**src/verilog/dtc_pkg.sv**
```systemverilog
/*
 Shared constants and types of the dual timer/counter pair: register indices,
 field positions, mode codes, reset values and the state records.
 Assumes a register bus that places each register index at byte address 4*index.
*/
`default_nettype none

package dtc_pkg;

	// Register indices; byte address is four times the index
	localparam logic [7:0] IDX_CTRL = 8'h88;
	localparam logic [7:0] IDX_MODE = 8'h89;
	localparam logic [7:0] IDX_A_LOW = 8'h8A;
	localparam logic [7:0] IDX_B_LOW = 8'h8B;
	localparam logic [7:0] IDX_A_HIGH = 8'h8C;
	localparam logic [7:0] IDX_B_HIGH = 8'h8D;
	localparam logic [1:0] ADDR_ALIGN = 2'h0;

	// Control register fields
	localparam int CTRL_OVF_B = 7;
	localparam int CTRL_RUN_B = 6;
	localparam int CTRL_OVF_A = 5;
	localparam int CTRL_RUN_A = 4;
	localparam int CTRL_EXT_B_FLAG = 3;
	localparam int CTRL_EXT_B_EDGE = 2;
	localparam int CTRL_EXT_A_FLAG = 1;
	localparam int CTRL_EXT_A_EDGE = 0;

	// Mode register fields
	localparam int MODE_GATE_B = 7;
	localparam int MODE_CSEL_B = 6;
	localparam int MODE_SEL_B_HI = 5;
	localparam int MODE_SEL_B_LO = 4;
	localparam int MODE_GATE_A = 3;
	localparam int MODE_CSEL_A = 2;
	localparam int MODE_SEL_A_HI = 1;
	localparam int MODE_SEL_A_LO = 0;

	// Mode field codes
	localparam logic [1:0] MODE_13BIT = 2'h0;
	localparam logic [1:0] MODE_16BIT = 2'h1;
	localparam logic [1:0] MODE_RELOAD8 = 2'h2;
	localparam logic [1:0] MODE_SPLIT = 2'h3;

	// Reset values
	localparam logic [7:0] CTRL_RST = 8'h00;
	localparam logic [7:0] MODE_RST = 8'h00;
	localparam logic [7:0] COUNT_RST = 8'h00;
	localparam logic [23:0] RDATA_PAD = 24'h000000;

	// Pin positions in the synchroniser vector
	localparam int PIN_N = 4;
	localparam int PIN_IRQ_A = 0;
	localparam int PIN_IRQ_B = 1;
	localparam int PIN_CNT_A = 2;
	localparam int PIN_CNT_B = 3;

	typedef enum logic [0:0] {
		DTC_APB_IDLE = 1'b0,
		DTC_APB_RESP = 1'b1
	} dtc_apb_e;

	typedef struct packed {
		logic [PIN_N-1:0] stage1;
		logic [PIN_N-1:0] stage2;
		logic [PIN_N-1:0] prev;
	} dtc_sync_s;

	typedef struct packed {
		dtc_apb_e apb_st;
		logic [7:0] ctrl;
		logic [7:0] mode_cfg;
		logic [7:0] a_low;
		logic [7:0] a_high;
		logic [7:0] b_low;
		logic [7:0] b_high;
		logic [7:0] rdata;
		logic slverr;
		logic baud_tick;
	} dtc_state_s;

endpackage

`default_nettype wire

```
**src/verilog/dtc_pin_if.sv**
```systemverilog
/*
 Carrier for the synchronised pin levels and their falling-edge pulses.
 Assumes both ends run on the system clock.
*/
`timescale 1ns/100ps
`default_nettype none

interface dtc_pin_if;
	logic [dtc_pkg::PIN_N-1:0] level;
	logic [dtc_pkg::PIN_N-1:0] fall;

	modport drv (output level, output fall);
	modport use_side (input level, input fall);
endinterface

`default_nettype wire

```
**src/verilog/dtc_count_step.sv**
```systemverilog
/*
 Next-count logic of one timer for the four mode codes.
 Assumes the caller gives one-cycle count ticks and registers the result.
*/
`timescale 1ns/100ps
`default_nettype none

module dtc_count_step (
	input wire logic [1:0] mode_i,
	input wire logic tick_i,
	input wire logic tick_hi_i,
	input wire logic [7:0] low_i,
	input wire logic [7:0] high_i,
	output logic [7:0] next_low_o,
	output logic [7:0] next_high_o,
	output logic ovf_o,
	output logic ovf_hi_o
);
	logic [13:0] sum13;
	logic [16:0] sum16;
	logic [8:0] sum_lo;
	logic [8:0] sum_hi;

	// Adders are one bit wider so the carry marks the all-ones wrap
	always_comb begin
		sum13 = {1'b0, high_i, low_i[4:0]} + 14'h0001;
		sum16 = {1'b0, high_i, low_i} + 17'h00001;
		sum_lo = {1'b0, low_i} + 9'h001;
		sum_hi = {1'b0, high_i} + 9'h001;
		next_low_o = low_i;
		next_high_o = high_i;
		ovf_o = 1'b0;
		ovf_hi_o = 1'b0;
		case (mode_i)
			dtc_pkg::MODE_13BIT: begin
				if (tick_i) begin
					next_low_o = {low_i[7:5], sum13[4:0]}; // Top three bits untouched
					next_high_o = sum13[12:5];
					ovf_o = sum13[13];
				end
			end
			dtc_pkg::MODE_16BIT: begin
				if (tick_i) begin
					next_low_o = sum16[7:0];
					next_high_o = sum16[15:8];
					ovf_o = sum16[16];
				end
			end
			dtc_pkg::MODE_RELOAD8: begin
				if (tick_i) begin
					next_low_o = sum_lo[8] ? high_i : sum_lo[7:0];
					ovf_o = sum_lo[8];
				end
			end
			dtc_pkg::MODE_SPLIT: begin
				if (tick_i) begin
					next_low_o = sum_lo[7:0];
					ovf_o = sum_lo[8];
				end
				if (tick_hi_i) begin
					next_high_o = sum_hi[7:0];
					ovf_hi_o = sum_hi[8];
				end
			end
			default: begin
				ovf_o = 1'b0;
			end
		endcase
	end
endmodule

`default_nettype wire

```
**src/verilog/dtc_pin_sync.sv**
```systemverilog
/*
 Two-stage synchronisers and falling-edge detectors for the external pins.
 Assumes the pins are asynchronous to the system clock.
*/
`timescale 1ns/100ps
`default_nettype none

module dtc_pin_sync (
	input wire logic clk_i,
	input wire logic rst_i,
	input wire logic [dtc_pkg::PIN_N-1:0] pins_i,
	dtc_pin_if.drv pin_o
);
	dtc_pkg::dtc_sync_s r;
	dtc_pkg::dtc_sync_s next_r;

	// Stage one feeds stage two only; edges are judged on settled samples
	always_comb begin
		next_r = r;
		next_r.stage1 = pins_i;
		next_r.stage2 = r.stage1;
		next_r.prev = r.stage2;
	end

	always_ff @(posedge clk_i or posedge rst_i) begin
		if (rst_i) begin
			// Idle-high reset level, so no false low request or edge follows reset
			r <= '1;
		end else begin
			r <= next_r;
		end
	end

	// Per-pin level and one-cycle falling pulse
	genvar g;
	generate
		for (g = 0; g < dtc_pkg::PIN_N; g = g + 1) begin : g_pin
			assign pin_o.level[g] = r.stage2[g];
			assign pin_o.fall[g] = r.prev[g] & ~r.stage2[g];
		end
	endgenerate
endmodule

`default_nettype wire

```
**src/verilog/dtc_timer_pair.sv**
```systemverilog
/*
 Dual 16-bit timer/counter pair with control and mode registers on APB.
 Assumes an APB master on the system clock, asynchronous external pins, and
 one-cycle interrupt-entry pulses from the interrupt controller on the same clock.
*/
`timescale 1ns/100ps
`default_nettype none

module dtc_timer_pair (
	input wire logic CLK_SYS_I,
	input wire logic RST_I,
	input wire logic PSEL_I,
	input wire logic PENABLE_I,
	input wire logic PWRITE_I,
	input wire logic [9:0] PADDR_I,
	input wire logic [31:0] PWDATA_I,
	output logic [31:0] PRDATA_O,
	output logic PREADY_O,
	output logic PSLVERR_O,
	input wire logic EXT_IRQ_A_PIN_I,
	input wire logic EXT_IRQ_B_PIN_I,
	input wire logic COUNT_IN_A_PIN_I,
	input wire logic COUNT_IN_B_PIN_I,
	input wire logic IRQ_ENTER_OVF_A_I,
	input wire logic IRQ_ENTER_OVF_B_I,
	input wire logic IRQ_ENTER_EXT_A_I,
	input wire logic IRQ_ENTER_EXT_B_I,
	output logic OVF_FLAG_A_O,
	output logic OVF_FLAG_B_O,
	output logic EXT_IRQ_A_FLAG_O,
	output logic EXT_IRQ_B_FLAG_O,
	output logic BAUD_TICK_B_O
);
	dtc_pkg::dtc_state_s r;
	dtc_pkg::dtc_state_s next_r;

	dtc_pin_if pins ();

	logic [1:0] mode_a;
	logic [1:0] mode_b;
	logic split_a;
	logic run_a_eff;
	logic run_b_eff;
	logic tick_a;
	logic tick_a_hi;
	logic tick_b;
	logic [7:0] step_a_low;
	logic [7:0] step_a_high;
	logic [7:0] step_b_low;
	logic [7:0] step_b_high;
	logic ovf_a_main;
	logic ovf_a_hi;
	logic ovf_b_main;
	logic ovf_b_hi;
	logic ovf_a_evt;
	logic ovf_b_set;
	logic ext_a_req;
	logic ext_b_req;
	logic hit;
	logic [7:0] rd_val;
	logic access;
	logic wr;
	logic wr_ctrl;
	logic wr_mode;
	logic wr_a_low;
	logic wr_a_high;
	logic wr_b_low;
	logic wr_b_high;
	logic [7:0] wdata;

	// Pin conditioning; nothing reads a raw pin
	dtc_pin_sync u_sync (
		.clk_i(CLK_SYS_I),
		.rst_i(RST_I),
		.pins_i({COUNT_IN_B_PIN_I, COUNT_IN_A_PIN_I, EXT_IRQ_B_PIN_I, EXT_IRQ_A_PIN_I}),
		.pin_o(pins)
	);

	// Mode fields and count enables
	assign mode_a = {r.mode_cfg[dtc_pkg::MODE_SEL_A_HI], r.mode_cfg[dtc_pkg::MODE_SEL_A_LO]};
	assign mode_b = {r.mode_cfg[dtc_pkg::MODE_SEL_B_HI], r.mode_cfg[dtc_pkg::MODE_SEL_B_LO]};
	assign split_a = (mode_a == dtc_pkg::MODE_SPLIT);
	assign run_a_eff = r.ctrl[dtc_pkg::CTRL_RUN_A]
		& (~r.mode_cfg[dtc_pkg::MODE_GATE_A] | pins.level[dtc_pkg::PIN_IRQ_A]);
	// In split mode the B run bit belongs to A's high half, so B free-runs on its gate
	assign run_b_eff = (split_a | r.ctrl[dtc_pkg::CTRL_RUN_B])
		& (~r.mode_cfg[dtc_pkg::MODE_GATE_B] | pins.level[dtc_pkg::PIN_IRQ_B]);
	assign tick_a = run_a_eff
		& (~r.mode_cfg[dtc_pkg::MODE_CSEL_A] | pins.fall[dtc_pkg::PIN_CNT_A]);
	assign tick_b = run_b_eff & (mode_b != dtc_pkg::MODE_SPLIT)
		& (~r.mode_cfg[dtc_pkg::MODE_CSEL_B] | pins.fall[dtc_pkg::PIN_CNT_B]);
	assign tick_a_hi = split_a & r.ctrl[dtc_pkg::CTRL_RUN_B];

	// One step per timer; B's high-half input is unused
	dtc_count_step u_step_a (
		.mode_i(mode_a),
		.tick_i(tick_a),
		.tick_hi_i(tick_a_hi),
		.low_i(r.a_low),
		.high_i(r.a_high),
		.next_low_o(step_a_low),
		.next_high_o(step_a_high),
		.ovf_o(ovf_a_main),
		.ovf_hi_o(ovf_a_hi)
	);

	dtc_count_step u_step_b (
		.mode_i(mode_b),
		.tick_i(tick_b),
		.tick_hi_i(1'b0),
		.low_i(r.b_low),
		.high_i(r.b_high),
		.next_low_o(step_b_low),
		.next_high_o(step_b_high),
		.ovf_o(ovf_b_main),
		.ovf_hi_o(ovf_b_hi)
	);

	// Flag sources; A's high half takes over B's flag in split mode
	assign ovf_a_evt = ovf_a_main;
	assign ovf_b_set = split_a ? ovf_a_hi : (ovf_b_main | ovf_b_hi);
	assign ext_a_req = r.ctrl[dtc_pkg::CTRL_EXT_A_EDGE] ? pins.fall[dtc_pkg::PIN_IRQ_A]
		: ~pins.level[dtc_pkg::PIN_IRQ_A];
	assign ext_b_req = r.ctrl[dtc_pkg::CTRL_EXT_B_EDGE] ? pins.fall[dtc_pkg::PIN_IRQ_B]
		: ~pins.level[dtc_pkg::PIN_IRQ_B];

	// Bus decode, register update and counting in one pass
	always_comb begin
		next_r = r;
		next_r.baud_tick = ovf_b_main;
		hit = 1'b0;
		rd_val = 8'h00;
		access = PSEL_I & PENABLE_I;
		wdata = PWDATA_I[7:0];
		if (PADDR_I[1:0] == dtc_pkg::ADDR_ALIGN) begin
			hit = 1'b1;
			case (PADDR_I[9:2])
				dtc_pkg::IDX_CTRL: rd_val = r.ctrl;
				dtc_pkg::IDX_MODE: rd_val = r.mode_cfg;
				dtc_pkg::IDX_A_LOW: rd_val = r.a_low;
				dtc_pkg::IDX_A_HIGH: rd_val = r.a_high;
				dtc_pkg::IDX_B_LOW: rd_val = r.b_low;
				dtc_pkg::IDX_B_HIGH: rd_val = r.b_high;
				default: hit = 1'b0;
			endcase
		end
		wr = access & PWRITE_I & hit & (r.apb_st == dtc_pkg::DTC_APB_RESP);
		wr_ctrl = wr & (PADDR_I[9:2] == dtc_pkg::IDX_CTRL);
		wr_mode = wr & (PADDR_I[9:2] == dtc_pkg::IDX_MODE);
		wr_a_low = wr & (PADDR_I[9:2] == dtc_pkg::IDX_A_LOW);
		wr_a_high = wr & (PADDR_I[9:2] == dtc_pkg::IDX_A_HIGH);
		wr_b_low = wr & (PADDR_I[9:2] == dtc_pkg::IDX_B_LOW);
		wr_b_high = wr & (PADDR_I[9:2] == dtc_pkg::IDX_B_HIGH);

		// One wait state: read data is captured in the first access cycle, writes land in the second
		case (r.apb_st)
			dtc_pkg::DTC_APB_IDLE: begin
				if (access) begin
					next_r.apb_st = dtc_pkg::DTC_APB_RESP;
					next_r.rdata = hit ? rd_val : 8'h00;
					next_r.slverr = ~hit;
				end
			end
			dtc_pkg::DTC_APB_RESP: begin
				next_r.apb_st = dtc_pkg::DTC_APB_IDLE;
				next_r.slverr = 1'b0;
			end
			default: begin
				next_r.apb_st = dtc_pkg::DTC_APB_IDLE;
			end
		endcase

		// Counting first, so a software byte write overrides the step
		next_r.a_low = wr_a_low ? wdata : step_a_low;
		next_r.a_high = wr_a_high ? wdata : step_a_high;
		next_r.b_low = wr_b_low ? wdata : step_b_low;
		next_r.b_high = wr_b_high ? wdata : step_b_high;
		if (wr_mode) begin
			next_r.mode_cfg = wdata;
		end

		// Write, then entry clears, then hardware sets: a set is never lost
		if (wr_ctrl) begin
			next_r.ctrl = wdata;
		end
		if (IRQ_ENTER_OVF_B_I) begin
			next_r.ctrl[dtc_pkg::CTRL_OVF_B] = 1'b0;
		end
		if (IRQ_ENTER_OVF_A_I) begin
			next_r.ctrl[dtc_pkg::CTRL_OVF_A] = 1'b0;
		end
		if (IRQ_ENTER_EXT_B_I) begin
			next_r.ctrl[dtc_pkg::CTRL_EXT_B_FLAG] = 1'b0;
		end
		if (IRQ_ENTER_EXT_A_I) begin
			next_r.ctrl[dtc_pkg::CTRL_EXT_A_FLAG] = 1'b0;
		end
		if (ovf_b_set) begin
			next_r.ctrl[dtc_pkg::CTRL_OVF_B] = 1'b1;
		end
		if (ovf_a_evt) begin
			next_r.ctrl[dtc_pkg::CTRL_OVF_A] = 1'b1;
		end
		if (ext_b_req) begin
			next_r.ctrl[dtc_pkg::CTRL_EXT_B_FLAG] = 1'b1;
		end
		if (ext_a_req) begin
			next_r.ctrl[dtc_pkg::CTRL_EXT_A_FLAG] = 1'b1;
		end
	end

	// Registers; count bytes are given zero at reset for determinism
	always_ff @(posedge CLK_SYS_I or posedge RST_I) begin
		if (RST_I) begin
			r.apb_st <= dtc_pkg::DTC_APB_IDLE;
			r.ctrl <= dtc_pkg::CTRL_RST;
			r.mode_cfg <= dtc_pkg::MODE_RST;
			r.a_low <= dtc_pkg::COUNT_RST;
			r.a_high <= dtc_pkg::COUNT_RST;
			r.b_low <= dtc_pkg::COUNT_RST;
			r.b_high <= dtc_pkg::COUNT_RST;
			r.rdata <= dtc_pkg::COUNT_RST;
			r.slverr <= 1'b0;
			r.baud_tick <= 1'b0;
		end else begin
			r <= next_r;
		end
	end

	// Outputs straight from state
	assign PRDATA_O = {dtc_pkg::RDATA_PAD, r.rdata};
	assign PREADY_O = (r.apb_st == dtc_pkg::DTC_APB_RESP);
	assign PSLVERR_O = r.slverr;
	assign OVF_FLAG_A_O = r.ctrl[dtc_pkg::CTRL_OVF_A];
	assign OVF_FLAG_B_O = r.ctrl[dtc_pkg::CTRL_OVF_B];
	assign EXT_IRQ_A_FLAG_O = r.ctrl[dtc_pkg::CTRL_EXT_A_FLAG];
	assign EXT_IRQ_B_FLAG_O = r.ctrl[dtc_pkg::CTRL_EXT_B_FLAG];
	assign BAUD_TICK_B_O = r.baud_tick;
endmodule

`default_nettype wire
```
**config.mk**
```make
export PLATFORM = sky130hd
export DESIGN_NAME = dtc_timer_pair
export DESIGN_NICKNAME = d
export VERILOG_FILES = /design/src/verilog/dtc_pkg.sv /design/src/verilog/dtc_pin_if.sv /design/src/verilog/dtc_count_step.sv /design/src/verilog/dtc_pin_sync.sv /design/src/verilog/dtc_timer_pair.sv
export SDC_FILE = /design/constraint.sdc
export NUM_CORES = 1
export LEC_CHECK = 0
export BUFFER_PORTS_ARGS = -buffer_cell sky130_fd_sc_hd__buf_4
export CAP_MARGIN = 30
export CORE_MARGIN = 4
export CORE_UTILIZATION = 51
export CTS_CLUSTER_DIAMETER = 50
export DETAILED_ROUTE_END_ITERATION = 12
export GPL_TIMING_DRIVEN = 1
export PLACE_DENSITY = 0.75
export SYNTH_ARGS = -nofsm -noshare
export SYNTH_HDL_FRONTEND = slang
export SYNTH_SLANG_ARGS = --single-unit
```
**constraint.sdc**
```tcl
create_clock -name CLK_SYS_I -period 2.7 [get_ports CLK_SYS_I]
set_clock_uncertainty 0.15 [all_clocks]
set_input_delay 0.54 -clock CLK_SYS_I [delete_from_list [all_inputs] [get_ports CLK_SYS_I]]
set_output_delay 0.54 -clock CLK_SYS_I [all_outputs]
set_load 0.03 [all_outputs]
```
==> flow_metrics.tcl <==
set metrics [dict create \
    status "finished, final reports clean" \
    vias 3634 \
    hold_ws_ns 0.103 \
    clock_latency_ns 0.36 \
    clkTransAtPathRegs_ns 0.08 \
    postCtsSetupRepairBufs 0 \
    grt_usage 0.229 \
    syn_inst 473 \
    cts_buffer_depth 2 \
    place_inst 605 \
    switching_power_mw 0.541 \
    num-fill-cells 723 \
    grt_pass1_vias 3542 \
    drive_gt1_frac 0.231 \
    htreeDepth 3 \
    synth_top_area_share 0.334 \
    yosysUniqueCellTypes 66 \
    diodes 0 \
    finalSetupViolCount 0 \
    ir_drop_uv 256 \
    sequentialPowerShare 0.499 \
    cts.hold.buffers_added 0 \
    finalNonFillerCells 621 \
    yosysWarnings 0 \
    cp_data_arrival_time_ns 2.54 \
    io_pins 94 \
    antenna_found_initial 0 \
    finalCriticalPeriod_ns 2.42 \
    tightest_slew_ns 0.694 \
    p_comb_frac 0.088 \
    netSwitchingFraction 0.247 \
    cts_tree "yes" \
    dp_hpwl_um 8120 \
    crit_path_end_kind "register" \
    ant_nets 0 \
    cts.sinks 71 \
    cap_violations 0 \
    start_kind "register" \
    yosysSeqAreaShare 0.405 \
    worst-path-max-fanout 4 \
    synth-edff-count 0 \
    synthFlopType "dfrtp_1" \
    final.setup.tns_ns 0 \
    grt_first_pass_wirelength_um 18100 \
    drc 0 \
    fmax_mhz 414 \
    drt_iter0_drc 364 \
    avgViaCountPerCell 5.85 \
    cellPowerDensity_mw_per_mm2 440 \
    critical_path_required_ns 2.82 \
    die_h_um 101 \
    area_growth_pct 12.7 \
    portBuffers 45 \
    rsz0062_at_grt "no" \
    reg2reg_depth 6 \
    min_path_type "input port to asynchronous set/reset pin" \
    synthesis.area_mm2 0.00442 \
    p_int_mw 1.65 \
    clkPwrFrac 0.412 \
    dieArea_mm2 0.0102 \
    num_rows 33 \
    synthArstFlopShare 1.00 \
    cts_resized 0 \
    finalHoldViolCount 0 \
    final_nets 569 \
    crit_type "register to register" \
    globalRouteOverflowTotal 0 \
    die_x_um 101 \
    synthTopCellsByArea "dfrtp_1, dfstp_2, buf_4" \
    wl_um 11100 \
    timing.final.crit_share 0.896 \
    gp_congestion 0.952 \
    yosysTopAreaCell "dfrtp_1" \
    synth-seq-cells 71 \
    syn_area_per_cell_um2 9.35 \
    wire_per_inst_um 17.8 \
    slew_headroom 0.537 \
    drtPass1Iterations 5 \
    p_leak_nw 2.14 \
    core-area_mm2 0.00834 \
    grt_start_max_net_pins 72 \
    cts-root-buf "clkbuf_8" \
    start_util 0.530 \
    slew_viol_final 0 \
    cts_made_buffers 9 \
]
synth_stat cells, drive strengths merged (12+ instances only):
master / number
dfstp: 12
a21oi: 25
inv: 13
dfrtp: 59
nand3: 12
nand2: 58
buf: 48
xnor2: 12
xor2: 12
o21ai: 36
nand4: 14
nor2b: 12
nor2: 38
layer usage:
metal	part of all wire	up-vias	GRT usage
met4	0.035	0	0.134
met3	0.076	32	0.0408
met1	0.42	1731	0.309
met2	0.47	168	0.346
met5	0	-	0
li1	-	1703	-
registers in the layout (all words and copies together) (netlist names):
name and cells:
r 40, PRDATA_O 8, u_sync.next_r 4, u_sync.pin_o.level 4, u_sync.r 4, mode_a 2, mode_b 2, BAUD_TICK_B_O 1
EXT_IRQ_A_FLAG_O 1, EXT_IRQ_B_FLAG_O 1, OVF_FLAG_A_O 1, OVF_FLAG_B_O 1, PREADY_O 1, PSLVERR_O 1
per-stage QoR:
stage	utilization	setup WS (ns)	instance area, µm²	power, mW
floorplan	-	0.233	4510	1.25
global placement	0.572	0.185	4770	1.31
detailed placement	0.572	0.132	4770	1.31
CTS	0.597	0.291	4980	2.21
global route	0.597	0.0354	4980	2.27
finish	0.597	0.282	4980	2.19
critical path: stages, from the launching register on:
cell and delay [ns]:
dfstp_2 0.51, nor2b_1 0.24, o2111ai_1 0.27, a211oi_1 0.64
nand4_1 0.19, xor2_1 0.16, o21ai_0 0.17
power groups by stage:
stage / Combinational, mW / Clock, mW / Sequential (mW)
6_report: 0.194 / 0.903 / 1.09
5_1_grt: 0.210 / 0.970 / 1.10
4_1_cts: 0.195 / 0.917 / 1.09
3_5_place_dp: 0.195 / 0 / 1.11
3_3_place_gp: 0.192 / 0 / 1.11
2_1_floorplan: 0.133 / 0 / 1.12
cells by family after synthesis:
group,Yosys count,share of synthesized area
AO/OA/AOI/OAI,106,0.155
other,1,0.000848
adder cells (fa/ha/maj),3,0.00849
multiplexers,26,0.0846
AND/OR/NAND/NOR,173,0.205
buffers and inverters,69,0.0926
XOR/XNOR,24,0.0476
flip-flops,71,0.405
cell usage in the layout (no fill, tap or decap), types with 4 or more instances in the layout:
cell / n
nand4_1: 13
xor2_1: 12
dfstp_2: 12
buf_4: 57
mux2_2: 8
a21o_1: 5
clkbuf_8: 12
nor2b_1: 12
a221oi_1: 8
and3_1: 5
nand3_1: 11
a211oi_1: 5
o22ai_1: 4
inv_1: 12
nand2b_1: 5
dfrtp_1: 59
conb_1: 24
nor3_1: 7
xnor2_1: 12
o21ai_0: 34
mux2i_1: 10
mux4_2: 7
nand2_1: 58
nor2_1: 38
a21oi_1: 25
worst paths after layout:
| path | start | endpoint | slack, ns |
|---|---|---|---|
| max | u_sync.r[2] | r[30] | 0.28 |
| min | RST_I | EXT_IRQ_A_FLAG_O | 0.10 |
| max reg2reg | u_sync.r[2] | r[30] | 0.28 |
| min reg2reg | u_sync.next_r[7] | u_sync.pin_o.level[3] | 0.21 |
| max in group asynchronous | RST_I | u_sync.pin_o.level[3] | 1.98 |
| min in group CLK_SYS_I | EXT_IRQ_A_PIN_I | u_sync.next_r[4] | 0.13 |
area by class of cell:
type                            instances  area, µm²  area share
Clock buffer                           13        169      0.0339
Clock inverter                          3       40.0     0.00804
Inverter                               13       48.8     0.00980
Multi-Input combinational cell        356       2310       0.464
Sequential cell                        71       1790       0.360
Tap cell                              105        131      0.0264
Timing Repair Buffer                   60        488      0.0980
Power figures use the tool's default switching activity.
